`config.mk`:
```
export PLATFORM = sky130hd
export DESIGN_NAME = sfv_volatile_config
export DESIGN_NICKNAME = d
export VERILOG_FILES = /design/src/sfv_pkg.sv /design/src/sfv_volatile_config.sv
export VERILOG_INCLUDE_DIRS = /design/src
export SDC_FILE = /design/constraint.sdc
export NUM_CORES = 1
export LEC_CHECK = 0
export ABC_AREA = 1
export BUFFER_PORTS_ARGS = -buffer_cell sky130_fd_sc_hd__buf_4
export CORE_ASPECT_RATIO = 1.75
export CORE_MARGIN = 3
export CORE_UTILIZATION = 55
export DETAILED_ROUTE_END_ITERATION = 7
export PLACE_DENSITY = 0.87
export SETUP_SLACK_MARGIN = 0.3
export SYNTH_ARGS = -nofsm -noshare
export SYNTH_HDL_FRONTEND = slang
export SYNTH_SLANG_ARGS = --single-unit
```
`constraint.sdc`:
```
create_clock -name clk_i -period 9.6 [get_ports clk_i]
set_clock_uncertainty 0.05 [all_clocks]
set_input_delay 1.92 -clock clk_i [delete_from_list [all_inputs] [get_ports clk_i]]
set_output_delay 1.92 -clock clk_i [all_outputs]
set_load 0.01 [all_outputs]
```
`src/sfv_cfg.svh`:
```
`ifndef SFV_CFG_SVH
`define SFV_CFG_SVH
// Volatile register fields
`define SFV_VCR_RST      8'hFB
`define SFV_DUMMY_HI     7
`define SFV_DUMMY_LO     4
`define SFV_XIP_BIT      3
`define SFV_RSVD_BIT     2
`define SFV_WRAP_HI      1
`define SFV_WRAP_LO      0
`define SFV_WRAP_SEQ     2'h3
`define SFV_WRAP_16      2'h0
`define SFV_WRAP_32      2'h1
`define SFV_MASK_16      24'h00000F
`define SFV_MASK_32      24'h00001F
`define SFV_MASK_64      24'h00003F
// Dummy-cycle codes
`define SFV_DUMMY_ZERO   4'h0
`define SFV_DUMMY_ONES   4'hF
`define SFV_DUMMY_DEF    4'hA
// Nonvolatile register fields
`define SFV_NVCR_RST     16'hFFFF
`define SFV_NV_DUMMY_HI  15
`define SFV_NV_DUMMY_LO  12
`define SFV_NV_XIP_HI    11
`define SFV_NV_XIP_LO    9
`define SFV_NV_XIP_OFF   3'h7
`define SFV_NV_QUAD      3
`define SFV_NV_DUAL      2
`define SFV_NV_LOCK      0
// Feature options that force execute-in-place
`define SFV_FEAT_XIP_A   4'h2
`define SFV_FEAT_XIP_B   4'h4
// Strap capture waits for both sync stages to hold the pin
`define SFV_STRAP_WAIT   2'h2
`endif

```
`src/sfv_pkg.sv`:
```
package sfv_pkg;
    typedef enum logic [2:0] {
        SFV_OP_NOP,
        SFV_OP_WR_VCR,
        SFV_OP_RD_VCR,
        SFV_OP_WR_NVCR,
        SFV_OP_RD_NVCR,
        SFV_OP_FAST_READ
    } sfv_op_t;

    typedef struct packed {
        sfv_op_t     op;
        logic [23:0] addr;
        logic [15:0] data;
    } sfv_cmd_t;

    typedef struct packed {
        logic        is_reg;
        logic [23:0] addr;
        logic [15:0] data;
    } sfv_beat_t;
endpackage

```
`src/sfv_volatile_config.sv`:
```
// Summary of operation
// - Insert configured dummy cycles before read data
// - Codes 0000 and 1111 both mean default
// - Bit 3 low enables execute-in-place
// - Feature options 2, 4 force execute-in-place
// - Wrap codes select 16, 32, 64 windows
// - Wrap increments only bits inside window
// - Wrap code 11 reads sequentially
// - Volatile writes apply at once, reads return
// - Nonvolatile bits pick quad/dual at power-on
// - Serve nonvolatile reads; writes only while nonvolatile bit 0 is 1
// - Power-up loads from nonvolatile, shipped all ones
`include "sfv_cfg.svh"
`timescale 1ns/100ps
`default_nettype none
module sfv_volatile_config
(
    input  wire logic              clk_i,          // 250 MHz clock
    input  wire logic              sys_rst_i,      // Async reset, high
    input  wire logic              pwr_cycle_i,    // Power-on reload pulse
    input  wire logic [3:0]        feature_opt_i,  // Factory feature strap pin
    input  wire logic              cmd_valid_i,    // Command offered
    output logic                   cmd_ready_o,    // Command accepted when high
    input  wire sfv_pkg::sfv_cmd_t cmd_i,          // Command word
    input  wire logic              read_stop_i,    // Ends a read burst
    output logic                   out_valid_o,    // Beat available
    input  wire logic              out_ready_i,    // Receiver takes beat
    output sfv_pkg::sfv_beat_t     out_o,          // Beat
    output logic [7:0]             vcr_o,          // Volatile register
    output logic [3:0]             dummy_cnt_o,    // Decoded dummy count
    output logic                   xip_active_o,   // Execute-in-place on
    output logic                   quad_mode_o,    // Quad protocol
    output logic                   dual_mode_o     // Dual protocol
);
    typedef enum logic [1:0] {SFV_IDLE, SFV_DUMMY, SFV_DATA, SFV_REG} sfv_st_t;

    // ****************************************
    // Functions
    // ****************************************
    function automatic logic [3:0] dummy_cycles(input logic [3:0] code);
        if (code == `SFV_DUMMY_ZERO || code == `SFV_DUMMY_ONES)
            return `SFV_DUMMY_DEF;
        return code;
    endfunction

    function automatic logic [23:0] next_addr(input logic [23:0] a, input logic [1:0] w);
        logic [23:0] m;
        logic [23:0] inc;
        m = `SFV_MASK_64;
        inc = a + 24'h000001;
        case (w)
            `SFV_WRAP_16: m = `SFV_MASK_16;
            `SFV_WRAP_32: m = `SFV_MASK_32;
            `SFV_WRAP_SEQ: m = 24'hFFFFFF;
            default: m = `SFV_MASK_64;
        endcase
        return (a & ~m) | (inc & m);
    endfunction

    // ****************************************
    // Registers and strap
    // ****************************************
    sfv_st_t            st_q, st_d;
    logic [7:0]         vcr_q;
    logic [15:0]        nvcr_q;
    logic [3:0]         cnt_q;
    logic [23:0]        addr_q;
    logic [15:0]        rdat_q;
    logic [3:0]         feat_s1_q, feat_s2_q, feat_q;
    logic               strap_done_q;
    logic [1:0]         strap_cnt_q;
    logic               cmd_fire, push, in_ready, pop;
    sfv_pkg::sfv_beat_t in_beat, tail_q;
    logic               tv_q;

    assign cmd_fire = cmd_valid_i & cmd_ready_o;

    always_ff @(posedge clk_i or posedge sys_rst_i)
    begin
        if (sys_rst_i)
        begin
            feat_s1_q    <= 4'h0;
            feat_s2_q    <= 4'h0;
            feat_q       <= 4'h0;
            strap_done_q <= 1'b0;
            strap_cnt_q  <= 2'h0;
        end
        else
        begin
            feat_s1_q <= feature_opt_i;
            feat_s2_q <= feat_s1_q;
            // Sampling earlier would capture the reset value of the sync stages
            if (!strap_done_q)
            begin
                strap_cnt_q <= strap_cnt_q + 2'h1;
                if (strap_cnt_q == `SFV_STRAP_WAIT)
                begin
                    feat_q       <= feat_s2_q;
                    strap_done_q <= 1'b1;
                end
            end
        end
    end

    always_ff @(posedge clk_i or posedge sys_rst_i)
    begin
        if (sys_rst_i)
            nvcr_q <= `SFV_NVCR_RST;
        else if (cmd_fire && cmd_i.op == sfv_pkg::SFV_OP_WR_NVCR && nvcr_q[`SFV_NV_LOCK])
            nvcr_q <= cmd_i.data;
    end

    always_ff @(posedge clk_i or posedge sys_rst_i)
    begin
        if (sys_rst_i)
            vcr_q <= `SFV_VCR_RST;
        else if (pwr_cycle_i)
        begin
            vcr_q <= `SFV_VCR_RST;
            vcr_q[`SFV_DUMMY_HI:`SFV_DUMMY_LO] <= nvcr_q[`SFV_NV_DUMMY_HI:`SFV_NV_DUMMY_LO];
            vcr_q[`SFV_XIP_BIT] <= (nvcr_q[`SFV_NV_XIP_HI:`SFV_NV_XIP_LO] == `SFV_NV_XIP_OFF);
        end
        else if (cmd_fire && cmd_i.op == sfv_pkg::SFV_OP_WR_VCR)
        begin
            vcr_q <= cmd_i.data[7:0];
            vcr_q[`SFV_RSVD_BIT] <= 1'b0;
        end
    end

    always_ff @(posedge clk_i or posedge sys_rst_i)
    begin
        if (sys_rst_i)
        begin
            quad_mode_o <= 1'b0;
            dual_mode_o <= 1'b0;
        end
        else if (pwr_cycle_i)
        begin
            quad_mode_o <= !nvcr_q[`SFV_NV_QUAD];
            dual_mode_o <= nvcr_q[`SFV_NV_QUAD] && !nvcr_q[`SFV_NV_DUAL];
        end
    end

    always_ff @(posedge clk_i or posedge sys_rst_i)
    begin
        if (sys_rst_i)
        begin
            vcr_o        <= `SFV_VCR_RST;
            dummy_cnt_o  <= `SFV_DUMMY_DEF;
            xip_active_o <= 1'b0;
        end
        else
        begin
            vcr_o        <= vcr_q;
            dummy_cnt_o  <= dummy_cycles(vcr_q[`SFV_DUMMY_HI:`SFV_DUMMY_LO]);
            xip_active_o <= !vcr_q[`SFV_XIP_BIT]
                            || feat_q == `SFV_FEAT_XIP_A || feat_q == `SFV_FEAT_XIP_B;
        end
    end

    // ****************************************
    // Read sequencer
    // ****************************************
    always_comb
    begin
        st_d = st_q;
        case (st_q)
            SFV_IDLE:
                if (cmd_fire && cmd_i.op == sfv_pkg::SFV_OP_FAST_READ)
                    st_d = SFV_DUMMY;
                else if (cmd_fire && (cmd_i.op == sfv_pkg::SFV_OP_RD_VCR || cmd_i.op == sfv_pkg::SFV_OP_RD_NVCR))
                    st_d = SFV_REG;
            SFV_DUMMY:
                if (read_stop_i || pwr_cycle_i)
                    st_d = SFV_IDLE;
                else if (cnt_q == 4'h1)
                    st_d = SFV_DATA;
            SFV_DATA:
                if (read_stop_i || pwr_cycle_i)
                    st_d = SFV_IDLE;
            SFV_REG:
                if (in_ready || pwr_cycle_i)
                    st_d = SFV_IDLE;
            default: st_d = SFV_IDLE;
        endcase
    end

    always_ff @(posedge clk_i or posedge sys_rst_i)
    begin
        if (sys_rst_i)
        begin
            st_q        <= SFV_IDLE;
            cmd_ready_o <= 1'b0;
        end
        else
        begin
            st_q        <= st_d;
            cmd_ready_o <= (st_d == SFV_IDLE) && !pwr_cycle_i;
        end
    end

    always_ff @(posedge clk_i or posedge sys_rst_i)
    begin
        if (sys_rst_i)
        begin
            cnt_q  <= 4'h0;
            addr_q <= 24'h000000;
            rdat_q <= 16'h0000;
        end
        else if (cmd_fire)
        begin
            cnt_q  <= dummy_cycles(vcr_q[`SFV_DUMMY_HI:`SFV_DUMMY_LO]);
            addr_q <= cmd_i.addr;
            rdat_q <= (cmd_i.op == sfv_pkg::SFV_OP_RD_NVCR) ? nvcr_q : {8'h00, vcr_q};
        end
        else if (st_q == SFV_DUMMY)
            cnt_q <= cnt_q - 4'h1;
        else if (push && st_q == SFV_DATA)
            addr_q <= next_addr(addr_q, vcr_q[`SFV_WRAP_HI:`SFV_WRAP_LO]);
    end

    assign push = in_ready && (st_q == SFV_DATA || st_q == SFV_REG) && !pwr_cycle_i
                  && !(st_q == SFV_DATA && read_stop_i);
    assign in_beat = '{is_reg: (st_q == SFV_REG), addr: addr_q, data: rdat_q};

    // ****************************************
    // Two-entry output buffer
    // ****************************************
    assign in_ready = !tv_q;
    assign pop      = out_valid_o && out_ready_i;

    always_ff @(posedge clk_i or posedge sys_rst_i)
    begin
        if (sys_rst_i)
        begin
            out_valid_o <= 1'b0;
            out_o       <= '0;
            tv_q        <= 1'b0;
            tail_q      <= '0;
        end
        else if (pop && tv_q)
        begin
            out_o <= tail_q;
            tv_q  <= 1'b0;
        end
        else if (pop)
        begin
            out_valid_o <= push;
            if (push)
                out_o <= in_beat;
        end
        else if (push && !out_valid_o)
        begin
            out_o       <= in_beat;
            out_valid_o <= 1'b1;
        end
        else if (push)
        begin
            tail_q <= in_beat;
            tv_q   <= 1'b1;
        end
    end

    logic [3:0]  dseen_q;
    logic [23:0] last_q;
    logic        lv_q;
    always_ff @(posedge clk_i or posedge sys_rst_i)
    begin
        if (sys_rst_i)
        begin
            dseen_q <= 4'h0;
            last_q  <= 24'h000000;
            lv_q    <= 1'b0;
        end
        else
        begin
            dseen_q <= (st_q == SFV_DUMMY) ? dseen_q + 4'h1 : 4'h0;
            lv_q    <= (st_q == SFV_DATA) && (lv_q || push);
            if (push)
                last_q <= addr_q;
        end
    end
endmodule
`default_nettype wire

```
---- Word level (Yosys, flattened, before mapping) ----
Index checks and enable logic that the tools add are counted.
cells by class
  bitwise logic cells ..................... 9
  equality and inequality tests ........... 20
  muxes and demuxes ....................... 36
  reductions and logical operators ........ 45
  add/subtract/negate cells ............... 3
operators with widths
  operator                 number
  $mux W41                 4
  $mux W24                 6
  $pmux W24 S3             1
  $and A24 B24 Y24         2
  $add A24 B1 Y24 const B  1
  $not A24 Y24             1
  $or A24 B24 Y24          1
  $mux W4                  5
  $mux W16                 1
  $mux W8                  2
  $logic_and A1 B1 Y1      15
  $mux W2                  6
  $mux W1                  10
  $reduce_bool A2 Y1       5
  $eq A3 B3 Y1 const B     3
  $eq A2 B2 Y1 const B     4
  $pmux W2 S4              1
  $reduce_and A2 Y1        4
  $logic_not A1 Y1         7
  $logic_or A1 B1 Y1       7
  $eq A3 B2 Y1 const B     2
  $logic_not A2 Y1         3
  $eq A2 B1 Y1 const B     2
  $eq A4 B1 Y1 const B     1
  15 further kinds         19
storage, ports and cells
  output and inout bits ................... 58
  register bits after elaboration ......... 185
  logic and storage cells ................. 138
  bits of input ports ..................... 53

---- Logic depth before layout (Yosys ltp) ----
  word-level depth ........................ 15
  depth in mapped cells ................... 10

---- Worst setup path after synthesis ----
OpenSTA, ideal clock, no wires.
  kind .................................... input -> register
  from .................................... input port pwr_cycle_i
  to ...................................... register out_o[21] (netlist name)
  path slack .............................. 6458 ps
  stages on the path ...................... 6
  setup time .............................. 124 ps
  data arrival time ....................... 2968 ps
  path buffers ............................ 2
  cells stage by stage .................... buf_2 -> nor3_2 -> nand2_2 -> a21oi_4 -> buf_4 -> a21oi_2
on the way
  longest elaborated chain between the ends .. 6
RTL lines
  what                           line                        RTL
  start, declared                sfv_volatile_config.sv:20   input wire logic pwr_cycle_i,
  $logic_not A1 Y1 *             sfv_volatile_config.sv:222  assign push = in_ready && (st_q == SFV_DATA || st_q == SFV_REG) && !pwr_cycle_i
  $logic_and A1 B1 Y1 *          sfv_volatile_config.sv:222
  $logic_and A1 B1 Y1 *          sfv_volatile_config.sv:223  && !(st_q == SFV_DATA && read_stop_i);
  $logic_and A1 B1 Y1            sfv_volatile_config.sv:252  else if (push && !out_valid_o)
  $reduce_bool A3 Y1 (no line)   -
  $reduce_and A2 Y1 (no line) *  -
  end signal, assigned           sfv_volatile_config.sv:243  out_o <= tail_q;
  end signal, assigned           sfv_volatile_config.sv:250  out_o <= in_beat;
  end signal, assigned           sfv_volatile_config.sv:254  out_o <= in_beat;
  end, declared                  sfv_volatile_config.sv:28   output sfv_pkg::sfv_beat_t out_o,
Mark *: on every way between the ends. The rest lies on a longest branch, timed or not.
A chain may end at the register's enable or synchronous reset.

---- Final worst setup path ----
  from .................................... input port pwr_cycle_i
  to ...................................... register tail_q[11] (netlist name)
on the way
  longest elaborated chain between the ends .. 6
RTL lines
  what                           line                        RTL
  $logic_not A1 Y1 *             sfv_volatile_config.sv:222
  $logic_and A1 B1 Y1 *          sfv_volatile_config.sv:222
  $logic_and A1 B1 Y1 *          sfv_volatile_config.sv:223
  $logic_and A1 B1 Y1            sfv_volatile_config.sv:252
  $not A1 Y1 (no line)           -
  $reduce_and A4 Y1 (no line) *  -
  end signal, assigned           sfv_volatile_config.sv:259  tail_q <= in_beat;
  end, declared                  sfv_volatile_config.sv:73   sfv_pkg::sfv_beat_t in_beat, tail_q;
Marks and branches as above.

==> reports/metrics.csv <==
stage,metric,value,unit
status,status,"complete, no violations",
timing,setup tns final,0,ns
drt,post-DR vias/cell,5.45,
timing,Fmax achieved,0.275,GHz
synth,async set-reset flop share out of synthesis,1.00,
drt,detailed-route via count,6861,
placement,HPWL after DPL,14100,microns
drt,drt initial violations,373,
critical_path,R2R Path End,tail_q[11]$_DFFE_PP0P_,
global_route,antenna violations before repair,0,
clocking,post-CTS setup buffer count,0,
job,Max Cap Viol,0,
power,combinational fraction of design power,0.312,
synth,Post-synth EDFFs,0,
synth,Synth Area in Compound Gates,0.153,
synth,sequential share of the synthesized area,0.547,
synth,Synthesized Nets,1031,
floorplan,Ports,111,
placement,Placed Area,0.00931,sq mm
clocking,CTS buffer count,17,
synth,Post-synth top flop,dfrtp_1,
timing,Rel. slew slack,0.321,
floorplan,DIE AREA,0.0169,sq mm
worst_hold_path,Hold Path Class,flop to flop,
placement,Setup WS pre-CTS,5.63,ns
floorplan,chip width,99.7,microns
power,total power,2.65,mW
power,Pwr Density,268,mW/mm^2
timing,fin crit share,0.379,
synth,post-synth cell types,38,
synth,Mean Syn Cell Area,8.67,sq um
layout,Nets,1121,
layout,ant diodes,0,
critical_path,worst r2r path cells,6,
synth,"flops & latches, synth",183,
critical_path,CP startpoint,pwr_cycle_i,
synth,xor and xnor fraction of the mapped netlist area,0.00622,
timing,worst slew pin tran,1.02,ns
synth,post-synthesis cell area,0.00844,sq mm
clocking,clock-pin slew on the worst setup and hold paths,0.08,ns
power,switching share of power,0.370,
synth,fraction of synthesized area in multiplexers,0.0187,
global_route,largest net degree at the start of global routing,103,
drt,WL/cell,15.7,microns
drt,DRT Wirelength,19700,microns
timing,final setup fails,0,
floorplan,Initial Util,0.563,
worst_hold_path,worst hold stages,0,
floorplan,chip height,170,microns
power,switching pwr,981,uW
clocking,worst-skew pair later-pin latency,0.43,ns
layout,fin cells,1260,
floorplan,core footprint,0.0150,sq mm
critical_path,WS Path Type,primary input to flop,
critical_path,type of element capturing the critical path,flop,
power,Peak VDD IR,0.132,mV
clocking,H-tree Lvls,4,
clocking,post-cts resize count,0,
clocking,TritonCTS Sinks,183,
critical_path,CP Data Required Time,9.86,ns
synth,largest family of logic cells by synthesized area,simple AND/OR/NAND/NOR gates,
timing,final hold vios,0,
layout,fraction of layout cells with a size suffix above 1,0.226,
worst_hold_path,WHS Endpoint,feat_s2_q[1]$_DFF_PP0_,
power,Leak,4.83,nW
global_route,global-route wire length before repair,32700,microns
timing,final max-slew violation count,0,
layout,post-route cell area,0.00990,sq mm
drt,router iterations before antenna repair,5,
timing,unrepaired setup endpoints after global routing,false,
critical_path,CP Max Fanout,47,
placement,Port-buffer cells,109,
power,Seq pwr share,0.431,
critical_path,Worst setup SP type,primary input,
clocking,Post-CTS Hold Fix Bufs,0,
global_route,vias in the first global route,6828,
synth,Synth Area in Adders,0.00593,
clocking,CTS tree,done,
clocking,Bufs on Longest Clock Path,2,
critical_path,reg2reg setup slack,7.00,ns
synth,synth warn,0,
placement,routability cong.,0.921,
critical_path,RR Startpoint,st_q[0]$_DFF_PP0_,
power,Clock power frac,0.258,
timing,Final Critical Period,3.64,ns
timing,Worst Hold Slack,0.290,ns
floorplan,Cell Rows,59,
layout,Area Growth Syn to Fin,17.2,%
critical_path,WP data arrival,3.90,ns
drt,number of remaining DRC errors,0,
power,Int Pwr,1.67,mW
synth,Post-Synth Simple-Gate Area,0.192,
worst_hold_path,Hold Startpoint,feat_s1_q[1]$_DFF_PP0_,
layout,final core occ,0.660,
placement,placed cell count,1228,
drt,Detail Route Antenna Nets,0,
global_route,GR Overflow Total,0,
timing,worst setup margin,5.96,ns
clocking,CTS root buf,clkbuf_16,
global_route,global-route usage over all layers,0.245,
synth,Synth Instances,974,
-- cell families (layout without fill, tap and decap cells) --
logic type / after synthesis / count (layout)
and+or+nand+nor: 399 / 399
AOI/OAI and AO/OA: 213 / 213
DFF: 183 / 183
buffers and inverters: 154 / 257
muxes: 14 / 14
xor gates and xnor gates: 6 / 6
adders and majority gates: 4 / 4
other: 1 / 1
-- cell usage in the layout, fill, tap and decap left out, types with 31 or more instances in the layout --
cell	netlist	routed
a21oi_1	31	31
nand3_1	54	53
a21oi_2	39	39
nand2_1	226	226
o21ai_0	120	120
dfrtp_1	151	151
dfstp_2	32	32
buf_4	3	115
inv_1	108	107
nor2_1	102	102
-- worst max-delay path: stages --
cell      delay, ns
buf_4          0.19
nor3_2         0.08
nand3_1        0.09
buf_4          0.36
clkinv_1       0.75
o21ai_0        0.50
-- cell usage after synthesis, types with 2 or more instances --
master | instances | share of area
mux2_2 | 14 | 0.019
buf_1 | 6 | 0.0027
nand3_1 | 54 | 0.032
o31ai_1 | 3 | 0.0027
a21oi_1 | 31 | 0.018
buf_6 | 6 | 0.0080
a31oi_1 | 4 | 0.0030
a21oi_2 | 39 | 0.040
inv_1 | 108 | 0.048
nor2_1 | 102 | 0.045
o211ai_1 | 2 | 0.0018
xor2_1 | 5 | 0.0052
o21a_1 | 2 | 0.0018
o21ai_0 | 120 | 0.071
clkbuf_1 | 18 | 0.0080
ha_1 | 4 | 0.0059
a32o_1 | 8 | 0.0095
dfrtp_1 | 151 | 0.45
nand4_1 | 7 | 0.0052
dfstp_2 | 32 | 0.10
nor2_2 | 4 | 0.0030
buf_2 | 11 | 0.0065
buf_4 | 3 | 0.0027
nand2_1 | 226 | 0.10
-- how the worst max path moves through the flow --
stage	endpoint	depth (start not counted)
floorplan	asynchronous set/reset pin	1
global placement	tv_q$_DFFE_PP0P_	6
detailed placement	tail_q[14]$_DFFE_PP0P_	6
CTS	tail_q[11]$_DFFE_PP0P_	6
global route	tail_q[11]$_DFFE_PP0P_	6
finish	tail_q[11]$_DFFE_PP0P_	6
-- area by class of cell --
cell class | instances | area (sq um)
Clock buffer | 19 | 454
Clock inverter | 13 | 131
Fill cell | 1180 | 5090
Inverter | 110 | 418
Multi-Input combinational cell | 637 | 3180
Sequential cell | 183 | 4620
Tap cell | 183 | 229
Timing Repair Buffer | 115 | 863
-- power groups by stage --
stage                     combinational (mW)  clock (mW)  sequential (mW)
after floorplan                        0.492           0             1.15
after global routing                   0.932       0.726             1.17
final                                  0.828       0.684             1.14
after CTS                              0.839       0.694             1.14
after global placement                 0.801           0             1.14
after detailed placement               0.828           0             1.15
-- layer usage --
metal / vias up / GRT usage / wire length [microns]
met4: 0 / 0.131 / 1090
li1: 3322 / - / -
met2: 238 / 0.448 / 10900
met5: - / 0 / 0
met1: 3233 / 0.265 / 6880
met3: 68 / 0.0394 / 896
(Power assumes the default switching activity.)
